File: src/recorder_pkg.sv
// Purpose: Shared constants and types for the voice recorder mode sequencer.
// Assumes: 20 MHz system clock; 10 address lines, the top two select mode use.
// Notes: One row of the message array is the unit of the address pointer.

package recorder_pkg;

	////////////////////////////////////////////////////////////////////////////
	// Address lines and mode bits
	localparam int ADDR_W = 10;
	localparam int MODE_W = 7;
	localparam int TOP_HI_BIT = 9;
	localparam int TOP_LO_BIT = 8;
	localparam int CUE_BIT = 0;
	localparam int MERGE_BIT = 1;
	localparam int RSV_BIT = 2;
	localparam int LOOP_BIT = 3;
	localparam int CHAIN_BIT = 4;
	localparam int LEVEL_BIT = 5;
	localparam int BUTTON_BIT = 6;

	////////////////////////////////////////////////////////////////////////////
	// Timing
	localparam int CLK_PERIOD_NS = 50;
	localparam int ROW_TIME_MS = 100;
	localparam int ROW_CYCLES = ROW_TIME_MS * 1000000 / CLK_PERIOD_NS;

	////////////////////////////////////////////////////////////////////////////
	// APB register map
	localparam int PADDR_W = 8;
	localparam logic [7:0] STATUS_OFS = 8'h00;
	localparam logic [7:0] CONFIG_OFS = 8'h04;
	localparam logic [9:0] ROW_LAST_RST = 10'h3FF;
	localparam int STAT_PTR_LSB = 0;
	localparam int STAT_RUN_BIT = 16;
	localparam int STAT_PLAY_BIT = 17;
	localparam int STAT_CUE_BIT = 18;
	localparam int STAT_EOM_BIT = 19;
	localparam int STAT_OVF_BIT = 20;
	localparam int STAT_SLEEP_BIT = 21;
	localparam int STAT_MODEUSE_BIT = 22;
	localparam int STAT_MODES_LSB = 24;

	typedef enum logic [1:0] {
		ST_IDLE = 2'b00,
		ST_RUN = 2'b01,
		ST_CUE = 2'b10
	} seq_state_t;

endpackage

File: src/marker_bus_if.sv
// Purpose: Carries end-marker reads and writes from the sequencer to the store.
// Assumes: One access port; read is combinational from the addressed row.
// Notes: The sequencer owns the address and write strobe.

interface marker_bus_if #(parameter int ADDR_W = recorder_pkg::ADDR_W);
	logic [ADDR_W-1:0] addr;
	logic wr_en;
	logic wr_val;
	logic rd_val;
	modport ctrl (output addr, output wr_en, output wr_val, input rd_val);
	modport store (input addr, input wr_en, input wr_val, output rd_val);
endinterface

File: src/marker_store.sv
// Purpose: One end-marker flag per message row.
// Assumes: Rows beyond DEPTH are never addressed.
// Notes: Flags are volatile here; the analog array itself is outside this block.

module marker_store #(
	parameter int DEPTH = 1 << recorder_pkg::ADDR_W
) (
	input wire logic mclk_i,
	input wire logic reset_n_i,
	marker_bus_if.store mk
);
	typedef struct packed {
		logic [DEPTH-1:0] marks;
	} store_state_t;

	store_state_t st;
	store_state_t next_st;

	always_comb begin
		next_st = st;
		if (mk.wr_en) begin
			next_st.marks[mk.addr] = mk.wr_val;
		end
	end

	assign mk.rd_val = st.marks[mk.addr];

	always_ff @(posedge mclk_i or negedge reset_n_i) begin
		if (!reset_n_i) begin
			st <= '0;
		end else begin
			st <= next_st;
		end
	end
endmodule

File: src/strobe_edges.sv
// Purpose: Edge detection on the start strobe.
// Assumes: Strobe is synchronous to mclk_i and idles high.
// Notes: Pulses are combinational and last one clock.

module strobe_edges (
	input wire logic mclk_i,
	input wire logic reset_n_i,
	input wire logic strobe_n_i,
	output logic fall_o,
	output logic rise_o
);
	typedef struct packed {
		logic prev;
	} edge_state_t;

	edge_state_t st;
	edge_state_t next_st;

	always_comb begin
		next_st = st;
		next_st.prev = strobe_n_i;
	end

	assign fall_o = st.prev & ~strobe_n_i;
	assign rise_o = ~st.prev & strobe_n_i;

	always_ff @(posedge mclk_i or negedge reset_n_i) begin
		if (!reset_n_i) begin
			st <= 1'b1;
		end else begin
			st <= next_st;
		end
	end
endmodule

File: src/voice_recorder_mode_control.sv
// Purpose: Mode decode and message pointer sequencing for a record/playback device.
// Assumes: All pins synchronous to mclk_i; one row elapses every ROW_CYCLES clocks.
// Notes: Stop input dominates the strobe; a strobe fall dominates row progress.
//
// The register offsets and the APB slave port were chosen for this implementation.

// How it works
// - Both top address lines high at strobe fall: low lines are mode bits.
// - First operation in mode use starts at row zero.
// - Direction change (not button mode) or the stop input clears the pointer.
// - Modes are sampled at each strobe fall and held until the next.
// - Cue mode: each strobe fall in playback skips the pointer to the next message.
// - Merge mode: consecutive recordings share one end marker at the end.
// - Loop mode: playback from row zero repeats, wrapping after its end.
// - Loop mode wraps at memory end without flagging overflow.
// - Pointer resets at an end marker unless chain mode or button mode keeps it going.
// - Strobe is edge-started for playback, level-held for recording.
// - Level strobe mode: fall starts playback at row zero, rise stops it.
// - Level strobe mode restarts from zero unless chain mode continues.
// - Button mode powers down after each cycle once strobe is high.
// - Button mode: strobe starts/pauses, stop input resets, run shown high.
// - Button mode pause keeps the pointer in playback, steps it past the new marker in recording; next press resumes there.
// - Button mode stop pulse ends the cycle and zeroes the pointer.
// - Button mode run indicator is high exactly while operating.
// - Play/record select is captured at strobe fall, high meaning playback.
module voice_recorder_mode_control #(
	parameter int ROW_CYCLES = recorder_pkg::ROW_CYCLES,
	parameter int DEPTH = 1 << recorder_pkg::ADDR_W
) (
	input wire logic mclk_i,
	input wire logic reset_n_i,
	input wire logic [recorder_pkg::ADDR_W-1:0] addr_i,
	input wire logic start_strobe_n_i,
	input wire logic stop_reset_in_i,
	input wire logic play_record_select_i,
	output logic end_marker_out_o,
	output logic overflow_out_n_o,
	output logic power_down_o,
	input wire logic psel_i,
	input wire logic penable_i,
	input wire logic pwrite_i,
	input wire logic [recorder_pkg::PADDR_W-1:0] paddr_i,
	input wire logic [31:0] pwdata_i,
	output logic [31:0] prdata_o,
	output logic pready_o,
	output logic pslverr_o
);
	localparam int AW = recorder_pkg::ADDR_W;

	typedef struct packed {
		recorder_pkg::seq_state_t fsm;
		logic [AW-1:0] ptr;
		logic [AW-1:0] mem_last;
		logic [recorder_pkg::MODE_W-1:0] modes;
		logic mode_use;
		logic play;
		logic dir_known;
		logic asleep;
		logic eom_hit;
		logic ovf;
		logic [31:0] tick;
		logic eom_o;
		logic ovf_n;
		logic pready;
		logic pslverr;
		logic [31:0] prdata;
	} ctrl_state_t;

	ctrl_state_t st;
	ctrl_state_t next_st;
	marker_bus_if #(.ADDR_W(AW)) mk ();
	logic fall;
	logic rise;
	logic bmode;
	logic mu;
	logic row_tick;
	logic at_end;
	logic [AW-1:0] ptr_inc;

	////////////////////////////////////////////////////////////////////////////
	// Leaf blocks

	strobe_edges u_edges (
		.mclk_i(mclk_i),
		.reset_n_i(reset_n_i),
		.strobe_n_i(start_strobe_n_i),
		.fall_o(fall),
		.rise_o(rise)
	);

	marker_store #(.DEPTH(DEPTH)) u_store (
		.mclk_i(mclk_i),
		.reset_n_i(reset_n_i),
		.mk(mk)
	);

	////////////////////////////////////////////////////////////////////////////
	// Sequencer

	assign bmode = st.mode_use & st.modes[recorder_pkg::BUTTON_BIT];
	assign mu = addr_i[recorder_pkg::TOP_HI_BIT] & addr_i[recorder_pkg::TOP_LO_BIT];
	assign row_tick = (st.fsm == recorder_pkg::ST_RUN) && (st.tick == 32'(ROW_CYCLES - 1));
	assign at_end = (st.ptr == st.mem_last);
	assign ptr_inc = at_end ? '0 : st.ptr + 1'b1;
	// While idle off row zero the store looks one row back, where a merge would erase a marker
	assign mk.addr = (st.fsm == recorder_pkg::ST_IDLE && st.ptr != '0) ? st.ptr - 1'b1 : st.ptr;

	always_comb begin
		next_st = st;
		mk.wr_en = 1'b0;
		mk.wr_val = 1'b0;
		if (st.fsm == recorder_pkg::ST_RUN) begin
			next_st.tick = row_tick ? '0 : st.tick + 32'h00000001;
		end
		if (stop_reset_in_i) begin
			if (st.fsm == recorder_pkg::ST_RUN && !st.play) begin
				mk.wr_en = 1'b1;
				mk.wr_val = 1'b1;
			end
			next_st.fsm = recorder_pkg::ST_IDLE;
			next_st.ptr = '0;
			next_st.dir_known = 1'b0;
			next_st.ovf = 1'b0;
		end else if (fall) begin
			next_st.play = play_record_select_i;
			next_st.mode_use = mu;
			next_st.modes = mu ? addr_i[recorder_pkg::MODE_W-1:0] : '0;
			next_st.eom_hit = 1'b0;
			next_st.tick = '0;
			if (mu && addr_i[recorder_pkg::BUTTON_BIT]) begin
				if (st.fsm == recorder_pkg::ST_RUN && bmode) begin
					next_st.fsm = recorder_pkg::ST_IDLE;
					if (!st.play) begin
						mk.wr_en = 1'b1;
						mk.wr_val = 1'b1;
						next_st.ptr = ptr_inc;
					end
				end else begin
					next_st.fsm = recorder_pkg::ST_RUN;
					next_st.dir_known = 1'b1;
					next_st.ovf = 1'b0;
					// Direction change keeps the pointer here, unlike other modes
					if (st.ovf || !st.dir_known) begin
						next_st.ptr = '0;
					end else if (!play_record_select_i && addr_i[recorder_pkg::MERGE_BIT]
						&& st.ptr != '0 && mk.rd_val) begin
						mk.wr_en = 1'b1;
						next_st.ptr = st.ptr - 1'b1;
					end
				end
			end else begin
				next_st.ovf = 1'b0;
				next_st.dir_known = 1'b1;
				next_st.fsm = (play_record_select_i && mu && addr_i[recorder_pkg::CUE_BIT])
					? recorder_pkg::ST_CUE : recorder_pkg::ST_RUN;
				if (!mu) begin
					next_st.ptr = addr_i;
				end else if (!st.dir_known || play_record_select_i != st.play) begin
					next_st.ptr = '0;
				end else if (play_record_select_i && (addr_i[recorder_pkg::LOOP_BIT]
					|| (addr_i[recorder_pkg::LEVEL_BIT] && !addr_i[recorder_pkg::CHAIN_BIT]))) begin
					next_st.ptr = '0;
				end else if (!play_record_select_i && addr_i[recorder_pkg::MERGE_BIT]
					&& st.fsm == recorder_pkg::ST_IDLE && st.ptr != '0 && mk.rd_val) begin
					mk.wr_en = 1'b1;
					next_st.ptr = st.ptr - 1'b1;
				end
			end
		end else if (rise && st.fsm == recorder_pkg::ST_RUN && !bmode
			&& (!st.play || st.modes[recorder_pkg::LEVEL_BIT])) begin
			next_st.fsm = recorder_pkg::ST_IDLE;
			if (!st.play) begin
				mk.wr_en = 1'b1;
				mk.wr_val = 1'b1;
				next_st.ptr = ptr_inc;
			end
		end else if (row_tick) begin
			if (!st.play) begin
				mk.wr_en = 1'b1;
				if (at_end) begin
					next_st.ovf = 1'b1;
					next_st.fsm = recorder_pkg::ST_IDLE;
				end else begin
					next_st.ptr = ptr_inc;
				end
			end else if (mk.rd_val) begin
				if (st.modes[recorder_pkg::LOOP_BIT]) begin
					next_st.ptr = '0;
				end else if (bmode) begin
					next_st.fsm = recorder_pkg::ST_IDLE;
					next_st.ptr = ptr_inc;
				end else begin
					next_st.fsm = recorder_pkg::ST_IDLE;
					next_st.eom_hit = 1'b1;
					next_st.ptr = st.modes[recorder_pkg::CHAIN_BIT] ? ptr_inc : '0;
				end
			end else if (at_end) begin
				if (st.modes[recorder_pkg::LOOP_BIT]) begin
					next_st.ptr = '0;
				end else begin
					next_st.ovf = 1'b1;
					next_st.fsm = recorder_pkg::ST_IDLE;
				end
			end else begin
				next_st.ptr = ptr_inc;
			end
		end else if (st.fsm == recorder_pkg::ST_CUE) begin
			// Scan one row per clock; no audio is produced while cueing
			if (mk.rd_val) begin
				next_st.fsm = recorder_pkg::ST_IDLE;
				next_st.ptr = ptr_inc;
			end else if (at_end) begin
				next_st.ovf = 1'b1;
				next_st.fsm = recorder_pkg::ST_IDLE;
			end else begin
				next_st.ptr = ptr_inc;
			end
		end
		next_st.asleep = stop_reset_in_i | (st.asleep & ~fall)
			| (next_st.mode_use & next_st.modes[recorder_pkg::BUTTON_BIT]
			& (next_st.fsm == recorder_pkg::ST_IDLE) & start_strobe_n_i);
		next_st.eom_o = (next_st.mode_use && next_st.modes[recorder_pkg::BUTTON_BIT])
			? (next_st.fsm == recorder_pkg::ST_RUN) : ~next_st.eom_hit;
		next_st.ovf_n = ~next_st.ovf;

		////////////////////////////////////////////////////////////////////////
		// APB slave: data is prepared in the setup cycle, one access cycle
		next_st.pready = psel_i & ~penable_i;
		next_st.pslverr = 1'b0;
		if (psel_i && !penable_i) begin
			next_st.prdata = '0;
			unique case (paddr_i)
				recorder_pkg::STATUS_OFS: begin
					next_st.prdata[recorder_pkg::STAT_PTR_LSB +: AW] = st.ptr;
					next_st.prdata[recorder_pkg::STAT_RUN_BIT] = (st.fsm == recorder_pkg::ST_RUN);
					next_st.prdata[recorder_pkg::STAT_PLAY_BIT] = st.play;
					next_st.prdata[recorder_pkg::STAT_CUE_BIT] = (st.fsm == recorder_pkg::ST_CUE);
					next_st.prdata[recorder_pkg::STAT_EOM_BIT] = st.eom_hit;
					next_st.prdata[recorder_pkg::STAT_OVF_BIT] = st.ovf;
					next_st.prdata[recorder_pkg::STAT_SLEEP_BIT] = st.asleep;
					next_st.prdata[recorder_pkg::STAT_MODEUSE_BIT] = st.mode_use;
					next_st.prdata[recorder_pkg::STAT_MODES_LSB +: recorder_pkg::MODE_W] = st.modes;
				end
				recorder_pkg::CONFIG_OFS: begin
					next_st.prdata[AW-1:0] = st.mem_last;
				end
				default: begin
					next_st.pslverr = 1'b1;
				end
			endcase
		end
		if (psel_i && penable_i && st.pready && pwrite_i && paddr_i == recorder_pkg::CONFIG_OFS) begin
			// Last usable row; overflow and loop wrap use it
			next_st.mem_last = pwdata_i[AW-1:0];
		end
	end

	always_ff @(posedge mclk_i or negedge reset_n_i) begin
		if (!reset_n_i) begin
			st <= '{fsm: recorder_pkg::ST_IDLE, ptr: '0, mem_last: recorder_pkg::ROW_LAST_RST,
				modes: '0, mode_use: 1'b0, play: 1'b0, dir_known: 1'b0, asleep: 1'b1,
				eom_hit: 1'b0, ovf: 1'b0, tick: '0, eom_o: 1'b1, ovf_n: 1'b1,
				pready: 1'b0, pslverr: 1'b0, prdata: '0};
		end else begin
			st <= next_st;
		end
	end

	assign end_marker_out_o = st.eom_o;
	assign overflow_out_n_o = st.ovf_n;
	assign power_down_o = st.asleep;
	assign prdata_o = st.prdata;
	assign pready_o = st.pready;
	assign pslverr_o = st.pslverr;

	////////////////////////////////////////////////////////////////////////////
	// Checks

	a_direct_addr_load: assert property (
		@(posedge mclk_i) disable iff (!reset_n_i)
		fall && !mu && !stop_reset_in_i |=> st.ptr == $past(addr_i) && !st.mode_use)
		else $error("direct address not loaded");

	a_dir_change_zero: assert property (
		@(posedge mclk_i) disable iff (!reset_n_i)
		fall && mu && !addr_i[6] && !stop_reset_in_i && play_record_select_i != st.play |=> st.ptr == '0)
		else $error("pointer kept across direction change");

	a_mode_latch_held: assert property (
		@(posedge mclk_i) disable iff (!reset_n_i)
		fall && !stop_reset_in_i |=> st.modes == ($past(mu) ? $past(addr_i[6:0]) : 7'h00)
			&& st.play == $past(play_record_select_i))
		else $error("mode or direction not latched at strobe fall");

	a_stop_pulse_reset: assert property (
		@(posedge mclk_i) disable iff (!reset_n_i)
		stop_reset_in_i |=> st.ptr == '0 && power_down_o && st.fsm == recorder_pkg::ST_IDLE)
		else $error("stop did not reset and power down");

	a_run_indicator: assert property (
		@(posedge mclk_i) disable iff (!reset_n_i)
		bmode |-> end_marker_out_o == (st.fsm == recorder_pkg::ST_RUN))
		else $error("run indicator wrong in button mode");

	a_level_play_stop: assert property (
		@(posedge mclk_i) disable iff (!reset_n_i)
		st.fsm == recorder_pkg::ST_RUN && st.play && st.modes[5] && !bmode && $rose(start_strobe_n_i)
			&& !stop_reset_in_i |=> st.fsm == recorder_pkg::ST_IDLE)
		else $error("level playback not stopped by strobe rise");

	a_loop_no_overflow: assert property (
		@(posedge mclk_i) disable iff (!reset_n_i)
		st.fsm == recorder_pkg::ST_RUN && st.play && st.modes[3] && !fall && !stop_reset_in_i
			|=> overflow_out_n_o)
		else $error("overflow flagged during loop playback");

	a_marker_no_chain: assert property (
		@(posedge mclk_i) disable iff (!reset_n_i)
		row_tick && st.play && mk.rd_val && !st.modes[3] && !st.modes[4] && !bmode && !fall
			&& !stop_reset_in_i && !(rise && st.modes[5]) |=> st.ptr == '0 && !end_marker_out_o)
		else $error("pointer not reset at end marker");

	a_cue_stop_mark: assert property (
		@(posedge mclk_i) disable iff (!reset_n_i)
		st.fsm == recorder_pkg::ST_CUE && mk.rd_val && !fall && !stop_reset_in_i
			|=> st.fsm == recorder_pkg::ST_IDLE && st.ptr != $past(st.ptr))
		else $error("cue did not stop past the marker");

	a_button_pause_keep: assert property (
		@(posedge mclk_i) disable iff (!reset_n_i)
		fall && bmode && mu && addr_i[6] && st.fsm == recorder_pkg::ST_RUN && st.play && !stop_reset_in_i
			|=> st.fsm == recorder_pkg::ST_IDLE && st.ptr == $past(st.ptr))
		else $error("pause lost the pointer");

	a_button_sleep: assert property (
		@(posedge mclk_i) disable iff (!reset_n_i)
		bmode && st.fsm == recorder_pkg::ST_IDLE && start_strobe_n_i |=> power_down_o)
		else $error("no power-down after button cycle");
endmodule

File: config.mk
export PLATFORM = sky130hd
export DESIGN_NAME = voice_recorder_mode_control
export DESIGN_NICKNAME = d
export VERILOG_FILES = /design/src/recorder_pkg.sv /design/src/marker_bus_if.sv /design/src/marker_store.sv /design/src/strobe_edges.sv /design/src/voice_recorder_mode_control.sv
export SDC_FILE = /design/constraint.sdc
export NUM_CORES = 2
export LEC_CHECK = 0
export BUFFER_PORTS_ARGS = -buffer_cell sky130_fd_sc_hd__buf_4
export CAP_MARGIN = 20
export CELL_PAD_IN_SITES_DETAIL_PLACEMENT = 1
export CELL_PAD_IN_SITES_GLOBAL_PLACEMENT = 1
export CORE_AREA = 4 4 418 420
export CTS_BUF_LIST = sky130_fd_sc_hd__clkbuf_4
export CTS_CLUSTER_SIZE = 16
export DETAILED_ROUTE_END_ITERATION = 6
export DIE_AREA = 0 0 422 424
export GPL_TIMING_DRIVEN = 1
export MAX_ROUTING_LAYER = met4
export PLACE_DENSITY_LB_ADDON = 0.05
export SYNTH_ARGS = -nofsm -noshare
export SYNTH_HDL_FRONTEND = slang
export SYNTH_SLANG_ARGS = --single-unit
File: constraint.sdc
create_clock -name mclk_i -period 6.83 [get_ports mclk_i]
set_input_delay 0.3415 -clock mclk_i [delete_from_list [all_inputs] [get_ports mclk_i]]
set_output_delay 0.3415 -clock mclk_i [all_outputs]
set_load 0.01 [all_outputs]
==> metrics.txt <==
gpl congestion=about 0.81; peak supply drop=roughly 190 µV; cell taking the most area after synthesis=dfrtp_1; chip height=424 µm; area of the multi-input gates=29500 µm²; CP endpoint kind=flop; Ys Warns=0; min Tclk post-route=6.73 ns; Worst EP arrival=7.94 ns; number of global-route vias before repair=about 52000; PD cells=261 nW/µm²; Area contributors post-synth=dfrtp_1 (47%), mux2_2 (19%), nand2_1 (7.1%), o22ai_1 (4.2%), clkbuf_1 (2.7%); sequential share of the synthesized area=between 40% and 50%; fin worst setup slack=~0.1 ns; Slowest-stage cell, CP=or4b_1; Yosys reg bits=between 1000 and 1500; asr flop ratio synth=100%; IO Port Bufs=64; layout cell share with drive strength beyond 1=32.5%; fin crit share=between 90% and 100%; fill count=18800; Routed WL=between 200000 and 250000 µm; flop2flop setup slack=0.1 ns; total grt overflow=0; WL/cell=28.6 µm; critical path, cell by cell=inv_1 -> ha_1 -> or4b_1 -> o41a_1 -> mux2_8 -> buf_12 -> buf_4 -> o22ai_1 -> o22ai_1 -> a2111oi_1 -> a31oi_1 -> nor4_1 -> o22ai_1 -> buf_4 -> nor4_4 -> buf_4 -> buf_4 -> o31ai_4 -> buf_12 -> nand2_1 -> mux2_2; routed vias=49100; Root Driver=clkbuf_4; Layout Skew=0.122 ns; area taken by flip-flops and latches=around 28000 µm²; CP max FO=32; Setup violations, final=0; H-tree lvl count=5; DR iter-0 viols=3480; worst slew pin tran=approximately 1.2 ns; count of maximum capacitance violations=0; TritonCTS clock tree=yes; crit path kind=flop to flop; RR Endpoint=u_store.st[77]$_DFFE_PN0P_; fmax=roughly 150 MHz; pre-CTS worst setup slack=around 0.14 ns; Routed Antenna Nets=0; # nets final=6085; status=finished, final reports clean; Skew-Pair Late Insertion Delay=1.39 ns; top cell type's share of synthesized area=46.5%; Post-Syn Instances=between 5000 and 6000; Design Power=18100 µW; RSZ-0062 raised after global routing=no; count leader, synth=nand2_1; row count=around 150; Synth-to-Final Area Change=16.6%; postcts setup bufs=0; drt drc=0; clk sinks=1120; most used cell, CP=buf_4; Avg Inst Size Synth=10.2 µm²; TritonRoute pass-1 iters=7; Hold Fails Final Rpt=0; setup TNS=0 ns; Num CTS Buffers=357; HP Class=input pin to flop; predominant post-synthesis flop cell=dfrtp_1; CP Launch Type=flop; r2r worst-path depth=21; slew margin rel.=21.4%; post-synth cell types=89; vias per cell=5.81; crit path launch=st[92]$_DFFE_PN0P_; Mapped Area=59500 µm²; Worst-path clk slew=0.07 ns; crit path capture=u_store.st[77]$_DFFE_PN0P_; core area=171000 µm²; DPL Wire Length=143000 µm; antenna violations before repair=13; CP required=8.04 ns; worst flop-to-flop path startpoint=st[92]$_DFFE_PN0P_; Final Max Slew Viols=0; most frequent cells after synthesis=nand2_1 (1118), dfrtp_1 (1106), mux2_2 (983), clkbuf_1 (426), o22ai_1 (402); largest net degree at the start of global routing=171; Starting Density=34.8%; critical path's largest stage delay=0.59 ns; Max Buffers Root-to-Sink=4; first-pass GRT wire length=358000 µm; # IOs=95; Post-synth EDFFs=0; die area=179000 µm²; Die Width=422 µm; static leakage=~0.031 µW; Total GRT Usage=a little over a quarter
-- kinds of logic after synthesis --
family,count (synthesis),synth area share (%)
compound gates,1147,13.6
mux,1154,21.6
flops,1120,47.1
xor+xnor,56,0.824
buf+inv,693,4.94
simple gates,1658,11.9
other cells,1,0.00630
fa+ha+maj,4,0.0841
-- cell type report --
type | count | area share, %
Tap cell | 2233 | 4.03
Clock buffer | 503 | 5.44
Antenna cell | 5 | 0.0180
Timing Repair Buffer | 442 | 6.80
Clock inverter | 46 | 0.377
Sequential cell | 1120 | 40.4
Inverter | 75 | 0.406
Multi-Input combinational cell | 4027 | 42.5
-- cell usage in the layout (no fill, tap or decap), types with 37 or more instances in the layout --
cell type / count
o221ai_1: 77
mux2_2: 983
nand3_1: 44
buf_12: 89
a21oi_1: 130
nor2_1: 138
mux2i_1: 142
nor4_1: 45
o211ai_1: 73
dfrtp_1: 1104
o21ai_0: 81
buf_4: 257
nor3_1: 115
a31o_2: 37
inv_1: 71
dlygate4sd3_1: 91
clkinv_1: 42
nand2_1: 1118
a22oi_1: 85
clkbuf_4: 503
o22ai_1: 401
-- sequential cells by signal, summed over array words and instances, names as in the netlist --
register and count:
pslverr_o 1, u_store.st 1024, end_marker_out_o 1, overflow_out_n_o 1
prdata_o 24, power_down_o 1, st 66, pready_o 1
u_edges.st 1
-- routing by layer --
metal	up-vias	wire length (µm)	GRT usage [%]
met3	383	10900	4.12
met4	0	6490	7.82
li1	21600	-	-
met5	-	0	-
met1	25800	113000	37.1
met2	1244	112000	42.7
-- worst min-delay path by stage --
stage | from | endpoint | slack (ns) | depth (start not counted)
floorplan | reset_n_i | prdata_o[0]$_DFFE_PN0P_ | 0.05 | 0
global placement | reset_n_i | pready_o$_DFF_PN0_ | 0.43 | 1
detailed placement | reset_n_i | prdata_o[17]$_DFFE_PN0P_ | 0.44 | 1
CTS | addr_i[0] | st[102]$_DFF_PN0_ | 0.02 | 5
global route | addr_i[0] | st[102]$_DFF_PN0_ | 0.14 | 5
finish | addr_i[0] | st[102]$_DFF_PN0_ | 0.20 | 5
-- power by group --
part / switching, µW / leakage, µW / total, µW / internal [µW]
Combinational: 3440 / 0.0136 / 4860 / 1420
Sequential: 42.1 / 0.0154 / 6730 / 6690
Clock: 3110 / 0.00243 / 6530 / 3430
-- what timing repair did --
| item | 4_1_cts | 5_1_grt |
|---|---|---|
| hold endpoints to repair | 959 | 0 |
| endpoints found under the setup margin | 0 | 59 |
| hold buffers | 92 | 0 |
| gates resized for setup | 0 | 3 |
-- critical path, delay by kind of cell (launching register included) --
kind                     cells  cell delay [ns]
AO/OA/AOI/OAI                7             1.92
buffers and inverters        7             1.60
AND/OR/NAND/NOR              4             1.55
multiplexers                 2             0.82
flip-flops                   1             0.38
adder cells (fa/ha/maj)      1             0.25
-- per-stage QoR --
step	utilization [%]	std cells	hold WS (ns)	area, µm²
floorplan	-	5840	0.0459	59500
global placement	37.6	7801	0.428	64300
detailed placement	37.6	7803	0.438	64300
CTS	40.5	8444	0.0228	69300
global route	40.6	8449	0.140	69400
finish	40.6	8451	0.197	69400
(Power assumes the default switching activity.)
